--- config.mk ---
export PLATFORM = sky130hd
export DESIGN_NAME = aoc_calib
export DESIGN_NICKNAME = d
export VERILOG_FILES = /design/src/shared/aoc_pkg.sv /design/src/hdl/aoc_calib.sv
export SDC_FILE = /design/constraint.sdc
export NUM_CORES = 2
export LEC_CHECK = 0
export BUFFER_PORTS_ARGS = -buffer_cell sky130_fd_sc_hd__buf_2
export CAP_MARGIN = 20
export CORE_ASPECT_RATIO = 1.1
export CORE_MARGIN = 5
export CORE_UTILIZATION = 35
export CTS_CLUSTER_DIAMETER = 80
export DETAILED_ROUTE_END_ITERATION = 8
export GPL_TIMING_DRIVEN = 0
export MAX_ROUTING_LAYER = met4
export SLEW_MARGIN = 20
export SYNTH_ARGS = -nofsm -noshare
export SYNTH_HDL_FRONTEND = slang
export SYNTH_SLANG_ARGS = --single-unit
--- constraint.sdc ---
create_clock -name hclk -period 224.1 [get_ports hclk]
set_input_delay 11.205 -clock hclk [delete_from_list [all_inputs] [get_ports hclk]]
set_output_delay 11.205 -clock hclk [all_outputs]
set_load 0.02 [all_outputs]
--- src/shared/aoc_pkg.sv ---
// Purpose: Constants and types for the converter calibration block
// Assumes: AHB-Lite register access, 32-bit data words
// Notes:   Offsets chosen for this block; one word per register
package aoc_pkg;

  // Register byte offsets
  localparam logic [7:0] AOC_OFF_MODE    = 8'h00;
  localparam logic [7:0] AOC_OFF_FILT    = 8'h04;
  localparam logic [7:0] AOC_OFF_CUR_CON = 8'h08;
  localparam logic [7:0] AOC_OFF_VLT_CON = 8'h0c;
  localparam logic [7:0] AOC_OFF_CUR_OF  = 8'h10;
  localparam logic [7:0] AOC_OFF_CUR_GN  = 8'h14;
  localparam logic [7:0] AOC_OFF_VLT_OF  = 8'h18;
  localparam logic [7:0] AOC_OFF_VLT_GN  = 8'h1c;
  localparam logic [7:0] AOC_OFF_CUR_RES = 8'h20;
  localparam logic [7:0] AOC_OFF_VLT_RES = 8'h24;

  // Field positions
  localparam int AOC_CHOP_BIT   = 15;
  localparam int AOC_DIAG_P_BIT = 14;
  localparam int AOC_DIAG_N_BIT = 13;
  localparam int AOC_UNI_BIT    = 4;

  // Reset values; factory coefficients stand in as parameters
  localparam logic [15:0] AOC_RST_FILT = 16'h0007;
  localparam logic [15:0] AOC_RST_OF   = 16'h0000;
  localparam logic [15:0] AOC_RST_GN   = 16'h5555;
  localparam logic [15:0] AOC_FS_POS   = 16'h7fff;
  localparam logic [15:0] AOC_FS_NEG   = 16'h8000;
  localparam int          AOC_GN_SHIFT = 14;

  // Output periods per conversion cycle
  localparam logic [1:0] AOC_PER_CHOP_OFF = 2'd3;
  localparam logic [1:0] AOC_PER_CHOP_ON  = 2'd2;

  typedef enum logic [2:0] {
    AOC_MD_IDLE     = 3'b000,
    AOC_MD_CONT     = 3'b001,
    AOC_MD_SINGLE   = 3'b010,
    AOC_MD_SELF_OF  = 3'b100,
    AOC_MD_SELF_GN  = 3'b101,
    AOC_MD_SYS_OF   = 3'b110,
    AOC_MD_SYS_GN   = 3'b111
  } aoc_mode_t;

  typedef enum logic [1:0] {
    AOC_PM_NORMAL = 2'b00,
    AOC_PM_LOW    = 2'b01,
    AOC_PM_LOWP   = 2'b10
  } aoc_pwr_t;

  // Analog input selection for the modulators
  typedef struct packed {
    logic zero_in;
    logic fs_in;
    logic ext_in;
  } aoc_insel_t;

  // Diagnostic current source enables
  typedef struct packed {
    logic cur_p;
    logic cur_n;
    logic vlt_sense;
    logic vlt_gnd;
  } aoc_diag_t;

endpackage

--- src/hdl/aoc_calib.sv ---
// Purpose: Offset/gain calibration and correction for two converters
// Assumes: Filter samples arrive as 16-bit fractions with a valid strobe
// Notes:   Registers over AHB-Lite, answer with zero wait states
`timescale 1ns/1ps
module aoc_calib
  import aoc_pkg::*;
#(
  parameter logic [15:0] CUR_OF_FACTORY = 16'h0000,
  parameter logic [15:0] CUR_GN_FACTORY = 16'h5555,
  parameter logic [15:0] VLT_OF_FACTORY = 16'h0000,
  parameter logic [15:0] VLT_GN_FACTORY = 16'h5555
) (
  // Clock and reset
  input  wire logic        hclk,
  input  wire logic        hresetn,
  // AHB-Lite slave
  input  wire logic        hsel,
  input  wire logic [7:0]  haddr,
  input  wire logic [1:0]  htrans,
  input  wire logic        hwrite,
  input  wire logic [2:0]  hsize,
  input  wire logic [31:0] hwdata,
  input  wire logic        hready,
  output logic      [31:0] hrdata,
  output logic             hreadyout,
  output logic             hresp,
  // Filter outputs, averaged when chopping
  input  wire logic        sample_valid,
  input  wire logic [15:0] cur_sample,
  input  wire logic [15:0] vlt_sample,
  // Power mode and reference choice
  input  wire aoc_pwr_t    pwr_mode,
  input  wire logic        half_supply_ref,
  // Analog controls
  output aoc_insel_t       insel,
  output aoc_diag_t        diag,
  output logic             conv_run,
  output logic      [3:0]  cur_gain_sel
);

  // Registers
  aoc_mode_t   mode;
  logic [15:0] filt;
  logic [15:0] cur_con;
  logic [15:0] vlt_con;
  logic [15:0] cur_of;
  logic [15:0] cur_gn;
  logic [15:0] vlt_of;
  logic [15:0] vlt_gn;
  logic [15:0] cur_res;
  logic [15:0] vlt_res;

  // Bus address phase capture
  logic        wr_pend;
  logic [7:0]  wr_addr;

  // Calibration sequencing
  logic [1:0]  per_cnt;
  logic        stage2;
  logic        in_cal;
  logic [15:0] zero_cur;
  logic [15:0] zero_vlt;

  wire logic  acc   = hsel && hready && htrans[1];
  wire logic  wr_en = wr_pend;
  wire logic  idle  = (mode == AOC_MD_IDLE);

  assign hresp     = 1'b0;
  assign hreadyout = 1'b1;

  function automatic logic is_cal(input aoc_mode_t m);
    is_cal = m[2];
  endfunction

  // Shift amount for K, as log2 of the factor
  function automatic logic [2:0] k_shift(input aoc_pwr_t p,
                                         input logic [3:0] g,
                                         input logic half);
    logic [2:0] s;
    s = 3'd0;
    unique case (p)
      AOC_PM_LOW:  s = 3'd5;
      AOC_PM_LOWP: s = 3'd3;
      default: begin
        unique case (g)
          4'd1, 4'd7: s = 3'd1;
          4'd8:       s = 3'd2;
          4'd9:       s = 3'd3;
          default:    s = 3'd0;
        endcase
      end
    endcase
    if (p != AOC_PM_NORMAL && half) begin
      s = 3'(s + 3'd1);
    end
    k_shift = s;
  endfunction

  // Subtract, scale by gain/16384, clamp; unipolar is offset binary
  function automatic logic [15:0] correct(input logic [15:0] x,
                                          input logic [15:0] of,
                                          input logic [2:0]  ks,
                                          input logic [15:0] gn,
                                          input logic        uni);
    logic signed [23:0] d;
    logic signed [41:0] p;
    logic signed [41:0] q;
    logic [15:0]        r;
    d = 24'($signed(x)) - (24'($signed(of)) <<< ks);
    p = 42'(d) * $signed({26'd0, gn});
    q = p >>> AOC_GN_SHIFT;
    if (q > 42'sd32767) begin
      r = AOC_FS_POS;
    end else if (q < -42'sd32768) begin
      r = AOC_FS_NEG;
    end else begin
      r = q[15:0];
    end
    correct = uni ? {~r[15], r[14:0]} : r;
  endfunction

  // Gain giving full scale from the measured span
  function automatic logic [15:0] gain_from(input logic [15:0] fs,
                                            input logic [15:0] zs);
    logic signed [16:0] span;
    logic [31:0]        g;
    span = 17'($signed(fs)) - 17'($signed(zs));
    if (span <= 17'sd0) begin
      g = 32'hffff;
    end else begin
      g = (32'd32767 << AOC_GN_SHIFT) / 32'(span);
    end
    gain_from = (g > 32'hffff) ? 16'hffff : g[15:0];
  endfunction

  wire logic [2:0] cur_k = k_shift(pwr_mode, cur_con[3:0],
                                   half_supply_ref);
  wire logic [1:0] periods = filt[AOC_CHOP_BIT] ? AOC_PER_CHOP_ON
                                                : AOC_PER_CHOP_OFF;
  wire logic cyc_done = sample_valid && (per_cnt == periods - 2'd1);
  wire logic is_gain  = mode[0];

  // Address phase capture
  always_ff @(posedge hclk or negedge hresetn) begin
    if (!hresetn) begin
      wr_pend <= 1'b0;
      wr_addr <= 8'h00;
    end else begin
      wr_pend <= acc && hwrite;
      if (acc) begin
        wr_addr <= haddr;
      end
    end
  end

  // Read data registered from the address-phase haddr
  always_ff @(posedge hclk or negedge hresetn) begin
    if (!hresetn) begin
      hrdata <= 32'h0;
    end else if (acc && !hwrite) begin
      unique case (haddr)
        AOC_OFF_MODE:    hrdata <= {29'd0, mode};
        AOC_OFF_FILT:    hrdata <= {16'd0, filt};
        AOC_OFF_CUR_CON: hrdata <= {16'd0, cur_con};
        AOC_OFF_VLT_CON: hrdata <= {16'd0, vlt_con};
        AOC_OFF_CUR_OF:  hrdata <= {16'd0, cur_of};
        AOC_OFF_CUR_GN:  hrdata <= {16'd0, cur_gn};
        AOC_OFF_VLT_OF:  hrdata <= {16'd0, vlt_of};
        AOC_OFF_VLT_GN:  hrdata <= {16'd0, vlt_gn};
        AOC_OFF_CUR_RES: hrdata <= {16'd0, cur_res};
        AOC_OFF_VLT_RES: hrdata <= {16'd0, vlt_res};
        default:         hrdata <= 32'h0;
      endcase
    end
  end

  // Configuration registers
  always_ff @(posedge hclk or negedge hresetn) begin
    if (!hresetn) begin
      filt    <= AOC_RST_FILT;
      cur_con <= 16'h0000;
      vlt_con <= 16'h0000;
    end else if (wr_en) begin
      if (wr_addr == AOC_OFF_FILT) begin
        filt <= hwdata[15:0];
      end
      if (wr_addr == AOC_OFF_CUR_CON) begin
        cur_con <= hwdata[15:0];
      end
      if (wr_addr == AOC_OFF_VLT_CON) begin
        vlt_con <= hwdata[15:0];
      end
    end
  end

  // Mode and calibration stage counting
  always_ff @(posedge hclk or negedge hresetn) begin
    if (!hresetn) begin
      mode    <= AOC_MD_IDLE;
      per_cnt <= 2'd0;
      stage2  <= 1'b0;
    end else if (wr_en && wr_addr == AOC_OFF_MODE) begin
      mode    <= aoc_mode_t'(hwdata[2:0]);
      per_cnt <= 2'd0;
      stage2  <= 1'b0;
    end else if (is_cal(mode) && sample_valid) begin
      if (!cyc_done) begin
        per_cnt <= per_cnt + 2'd1;
      end else begin
        per_cnt <= 2'd0;
        if (is_gain && !stage2) begin
          stage2 <= 1'b1;
        end else begin
          stage2 <= 1'b0;
          mode   <= AOC_MD_IDLE;
        end
      end
    end else if (mode == AOC_MD_SINGLE && sample_valid) begin
      mode <= AOC_MD_IDLE;
    end
  end

  assign in_cal = is_cal(mode);

  // Stage one of gain cal records the zero level
  always_ff @(posedge hclk or negedge hresetn) begin
    if (!hresetn) begin
      zero_cur <= 16'h0;
      zero_vlt <= 16'h0;
    end else if (in_cal && is_gain && !stage2 && cyc_done) begin
      // System input holds full scale; zero comes from offset cal
      zero_cur <= mode[1] ? cur_of : cur_sample;
      zero_vlt <= mode[1] ? vlt_of : vlt_sample;
    end
  end

  // Coefficients
  always_ff @(posedge hclk or negedge hresetn) begin
    if (!hresetn) begin
      cur_of <= CUR_OF_FACTORY;
      cur_gn <= CUR_GN_FACTORY;
      vlt_of <= VLT_OF_FACTORY;
      vlt_gn <= VLT_GN_FACTORY;
    end else if (in_cal && cyc_done) begin
      if (!is_gain) begin
        cur_of <= cur_sample;
        vlt_of <= vlt_sample;
      end else if (stage2) begin
        cur_gn <= gain_from(cur_sample, zero_cur);
        vlt_gn <= gain_from(vlt_sample, zero_vlt);
      end
    end else if (wr_en && idle) begin
      // Busy-time writes are dropped to keep results coherent
      unique case (wr_addr)
        AOC_OFF_CUR_OF: cur_of <= hwdata[15:0];
        AOC_OFF_CUR_GN: cur_gn <= hwdata[15:0];
        AOC_OFF_VLT_OF: vlt_of <= hwdata[15:0];
        AOC_OFF_VLT_GN: vlt_gn <= hwdata[15:0];
        default: ;
      endcase
    end
  end

  // Corrected results, only from conversions
  always_ff @(posedge hclk or negedge hresetn) begin
    if (!hresetn) begin
      cur_res <= 16'h0;
      vlt_res <= 16'h0;
    end else if (!in_cal && !idle && sample_valid) begin
      cur_res <= correct(cur_sample, cur_of, cur_k, cur_gn,
                         cur_con[AOC_UNI_BIT]);
      vlt_res <= correct(vlt_sample, vlt_of, 3'd0, vlt_gn,
                         vlt_con[AOC_UNI_BIT]);
    end
  end

  // Analog control outputs
  always_ff @(posedge hclk or negedge hresetn) begin
    if (!hresetn) begin
      insel        <= '0;
      diag         <= '0;
      conv_run     <= 1'b0;
      cur_gain_sel <= 4'd0;
    end else begin
      insel.zero_in <= (mode == AOC_MD_SELF_OF) ||
                       (mode == AOC_MD_SELF_GN && !stage2);
      insel.fs_in   <= (mode == AOC_MD_SELF_GN && stage2);
      insel.ext_in  <= !mode[2] || mode[1];
      diag.cur_p     <= cur_con[AOC_DIAG_P_BIT];
      diag.cur_n     <= cur_con[AOC_DIAG_N_BIT];
      diag.vlt_sense <= vlt_con[AOC_DIAG_P_BIT];
      diag.vlt_gnd   <= vlt_con[AOC_DIAG_N_BIT];
      conv_run <= !idle;
      unique case (pwr_mode)
        AOC_PM_LOW:  cur_gain_sel <= 4'd7;
        AOC_PM_LOWP: cur_gain_sel <= 4'd9;
        default:     cur_gain_sel <= cur_con[3:0];
      endcase
    end
  end

endmodule

Word level (Yosys, flattened, before mapping):

Index checks and enable logic that the tools add are counted.

* shifts and indexed selects: 1
* divide/modulo/power cells: 2
* mux-type cells: 56
* multiply operators: 2
* bitwise operators: 2
* equality and inequality tests: 31
* $lt $le $gt $ge: 8
* reductions and logical operators: 47
* add/subtract/negate cells: 7

Operator list (number)
* $mux W16: 30
* $mux W32: 8
* $pmux W16 S10: 1
* $div A29 B32 Y32 const A: 2
* $eq A8 B5 Y1 const B: 8
* $gt A32 B16 Y1 const B: 2
* $sub A16 B16 Y17: 3
* $mul A24 B17 Y41: 1
* $le A17 B1 Y1 const B: 2
* $mul A17 B17 Y34: 1
* $eq A8 B4 Y1 const B: 4
* $gt A27 B16 Y1 const B: 1
* $lt A27 B16 Y1 const B: 1
* $sshl A16 B3 Y24: 1
* $sub A16 B24 Y24: 1
* $gt A20 B16 Y1 const B: 1
* $lt A20 B16 Y1 const B: 1
* $logic_and A1 B1 Y1: 19
* $mux W3: 6
* $eq A8 B3 Y1 const B: 2
* $eq A8 B6 Y1 const B: 2
* $logic_not A8 Y1: 2
* $reduce_bool A2 Y1: 8
* $reduce_and A3 Y1: 3
* other kinds (26): 46

* output and inout port bits: 46
* register bits: 235
* bits of input ports: 86

Depth between registers and ports, before layout:

* word-level depth: 15
* gate-level depth with buffers: 382
* gate-level depth less buffers: 345

Worst setup path before layout:

Ideal clock, no wire load.

* path kind: input to register
* from: in vlt_sample[4]
* to: reg vlt_gn[0]
* stages: 329
* setup slack: 139.032 ns
* required time: 224.012 ns
* setup time: 0.088 ns
* arrival time: 84.980 ns
* cell sequence: ha_1 o211ai_2 o21ai_1 or3_4 a311oi_2 xor2_2 o211ai_1 buf_2 buf_1 or3_1 a21oi_1 ha_1 o21a_1 o2111ai_1 mux2i_1 a21oi_1 nor2_1 ha_1 [... 293 more ...] o21a_1 a221o_1 a31oi_1 a31oi_1 o31ai_1 a21oi_1 o31ai_1 clkbuf_1 clkbuf_1 mux2_2 ha_1 a21o_1 a21o_1 a21oi_1 nor2_1 a2111oi_0 nor2_1 or3_1

* longest elaborated chain between the ends: 11
* elaborated cells between the ends (all ways): 12

Ends and longest elaborated chain
* start: declaration: line aoc_calib.sv:30 `input wire logic [15:0] vlt_sample,`
* $sub A16 B16 Y17 (*): line aoc_calib.sv:127 `span = 17'($signed(fs)) - 17'($signed(zs));`
* $div A29 B32 Y32 or $le A17 B1 Y1 (tied branches): line aoc_calib.sv:131, aoc_calib.sv:128
* $mux W32 (*): line aoc_calib.sv:128 `if (span <= 17'sd0) begin`
* $mux W32 (*): line aoc_calib.sv:248 `end else if (stage2) begin`
* $mux W32 (*): line aoc_calib.sv:245 `if (!is_gain) begin`
* $mux W32 (*): line aoc_calib.sv:244 `end else if (in_cal && cyc_done) begin`
* $gt A32 B16 Y1: line aoc_calib.sv:133 `gain_from = (g > 32'hffff) ? 16'hffff : g[15:0];`
* $mux W16 (*): line aoc_calib.sv:133
* $mux W16 (*): line aoc_calib.sv:248
* $mux W16 (*): line aoc_calib.sv:245
* $mux W16 (*): line aoc_calib.sv:244
* end signal: assignment: line aoc_calib.sv:250 `vlt_gn <= gain_from(vlt_sample, zero_vlt);`
* end signal: assignment: line aoc_calib.sv:258 `AOC_OFF_VLT_GN: vlt_gn <= hwdata[15:0];`
* end: declaration: line aoc_calib.sv:49 `logic [15:0] vlt_gn;`

Mark *: on every way between the ends. The rest lies on a longest branch, timed or not. The select of a mux whose other input is x is not followed.
A chain may end at the register's enable or synchronous reset.

Final worst setup path:

* from: in vlt_sample[0]
* to: reg vlt_gn[0]

The elaborated chain is that of the path after synthesis.

==> summary.txt <==
STA
  • Clock skew: 0.0278 ns
  • Max-Slew Margin vs Limit: 0.159
  • Number of failing hold endpoints at the final stage: 0
  • Max frequency: 8.34 MHz
  • Min cycle time layout: 119.87 ns
  • Unrepaired setup endpoints after global routing: no
  • Final Setup Violations: 0
  • Period utilization: 0.535
  • Actual slew at the worst max-slew pin: 1.26 ns
  • Final Max Tran Viols: 0
  • Total negative setup slack: 0 ns

Final layout
  • Nets: 15236
  • Area Overhead vs Synth: 7.62%
  • Final non-filler cell area: 104000 um^2
  • Post-layout util: 0.378
  • Leading cell types in the layout, fill and taps excluded: nand2_1, ha_1, nor2_1
  • Commonest non-fill, non-tap cell in the layout: nand2_1
  • Share of layout cells above drive strength 1: 0.0558

Detailed routing
  • Drt initial violations: 10301
  • Drc violations: 1
  • WL per Instance: 23.1 um
  • DRT Pass-1 Iters: 9
  • Via count: 100295
  • Post-route ant nets: 0
  • Routed Wire Length: 392000 um
  • Vias/cell: 5.91

Yosys
  • EDFF count, synth: 0
  • Synth async-reset ratio: 1.00
  • Post-Synthesis Cells: 13037
  • Synth cell types: 119
  • Avg Inst Size Synth: 7.42 um^2
  • Synth top area share: 0.164
  • Synth area leaders: ha_1, fa_1, nand2_1, a21oi_1, dfrtp_1
  • Area leader, netlist: ha_1
  • Count of state elements after synthesis: 219
  • Syn. warnings: 0
  • Main synth FF type: dfrtp_1
  • Sequential share of the synthesized area: 0.0569
  • Synthesized area: 96700 um^2

Setup path
  • CP startpoint: vlt_sample[0]
  • Slowest stage delay, CP: 0.98 ns
  • Setup crit start kind: primary input
  • Crit. End Element: flip-flop
  • Worst EP required: 224.63 ns
  • CP max stage cell: a211oi_1
  • Reg-to-reg slack, setup: 114.65 ns
  • R2R Path Start: zero_vlt[0]
  • Most used cell, CP: clkbuf_1
  • R2r endpoint: vlt_gn[0]
  • Crit-path max FO: 12
  • WS Path Type: in -> reg
  • Critical Path AT: 120.40 ns
  • Worst R2R Path Depth: 330

Placed design
  • Port bufs: 93
  • Post-DP HPWL: 321000 um
  • Final Wtd Congestion: 1.06
  • Cell area after placement: 103000 um^2

Clocking
  • CTS sink count: 219
  • CTS Hold Bufs: 0
  • Clock Latency Late Sink: 0.59 ns
  • Root Buffer: clkbuf_16
  • Clock transition at the registers of the reported paths: 0.06 ns
  • CTS tree: yes
  • CTS Buffer Depth: 3
  • Number of CTS-inserted buffers: 25
  • Post-CTS Resized: 0
  • Setup Fix Bufs, Post-CTS: 0
  • H-tree levels: 1

Floorplan
  • Die X: 511 um
  • Row count: 202
  • Initial Util: 0.351
  • I/O pin count: 132
  • Die area: 287000 um^2
  • Core area: 275000 um^2
  • Die Ht: 561 um

Run status
  • Violated checks: design-rule violations
  • Status: complete, but fails checks

Global routing
  • Initial antenna violation count: 54
  • First-pass GRT wire length: 586000 um
  • Largest net degree at the start of global routing: 97
  • Vias in the first global route: 94769
  • Total grt overflow: 0
  • Total GRT Usage: 0.267

Flow run
  • Max_cap viols: 0

Hold path
  • Hold Crit Class: reg -> reg
  • Worst hold start: vlt_con[13]
  • Hold EP: diag[0]
  • Hold Path Cell Cnt: 0
==> cell usage after synthesis, types with 36 or more instances <==
master / number
a211o_1: 46
a211oi_1: 129
a21boi_0: 47
a21o_1: 387
a21oi_1: 1020
a221o_1: 36
a221oi_1: 53
a22oi_1: 52
a31oi_1: 195
and2_1: 327
and3_1: 99
buf_1: 52
buf_2: 44
clkbuf_1: 343
dfrtp_1: 200
fa_1: 656
ha_1: 1266
inv_1: 1190
mux2_2: 181
mux2i_1: 109
nand2_1: 1374
nand2b_1: 143
nand3_1: 289
nand4_1: 128
nor2_1: 1187
nor2b_1: 143
nor3_1: 314
nor4_1: 61
o211ai_1: 87
o21a_1: 278
o21ai_0: 564
o21ai_1: 37
o21bai_1: 127
o22ai_1: 56
o31ai_1: 103
or2_2: 95
or3_1: 110
xnor2_1: 554
xor2_1: 274
==> worst max path at each step <==
stage                      to
global route        vlt_gn[0]
floorplan           vlt_gn[0]
global placement    vlt_gn[0]
detailed placement  vlt_gn[0]
CTS                 vlt_gn[0]
finish              vlt_gn[0]
==> kinds of logic after synthesis <==
group,after synthesis,share of synthesized area
other,2,0.0000776
buffers and inverters,1661,0.0661
xor gates and xnor gates,829,0.0751
muxes,296,0.0337
and+or+nand+nor,4433,0.216
adders and majority gates,1922,0.300
AOI/OAI and AO/OA,3675,0.252
DFF,219,0.0569
==> layer usage <==
| layer | up-vias | routed length, um | GRT usage |
|---|---|---|---|
| met5 | - | 0 | - |
| met4 | 0 | 22800 | 0.135 |
| met3 | 865 | 34600 | 0.0399 |
| met2 | 4539 | 171000 | 0.406 |
| met1 | 48189 | 164000 | 0.346 |
| li1 | 46702 | - | - |
==> through the flow <==
step | cells | setup slack [ns] | hold WS (ns)
2_1_floorplan | 13055 | 139.03 | 0.369
3_3_place_gp | 16820 | 105.17 | 0.414
3_5_place_dp | 16872 | 106.74 | 0.413
4_1_cts | 16918 | 106.88 | 0.432
5_1_grt | 16968 | 99.87 | 0.439
6_report | 16976 | 104.23 | 0.436
==> area by class of cell <==
| cell class | count | area (um^2) |
|---|---|---|
| diodes | 57 | 143 |
| flip-flops and latches | 219 | 5500 |
| plain buffers | 464 | 1910 |
| well taps | 3672 | 4590 |
| repair buffers | 146 | 1490 |
| multi-input cells | 11175 | 85100 |
| clock inverters | 11 | 149 |
| fillers | 29149 | 171000 |
| inverters | 1197 | 4490 |
| clock buffers | 35 | 703 |
==> critical path: cells and delay by family <==
| family | cells | cell delay [ns] |
|---|---|---|
| AOI/OAI and AO/OA | 144 | 46.42 |
| and+or+nand+nor | 85 | 18.09 |
| muxes | 8 | 3.35 |
| adders and majority gates | 31 | 10.20 |
| buffers and inverters | 64 | 30.86 |
Power is not shown: default switching activity piles up to over one toggle a cycle in this logic, so the estimate is an artifact.
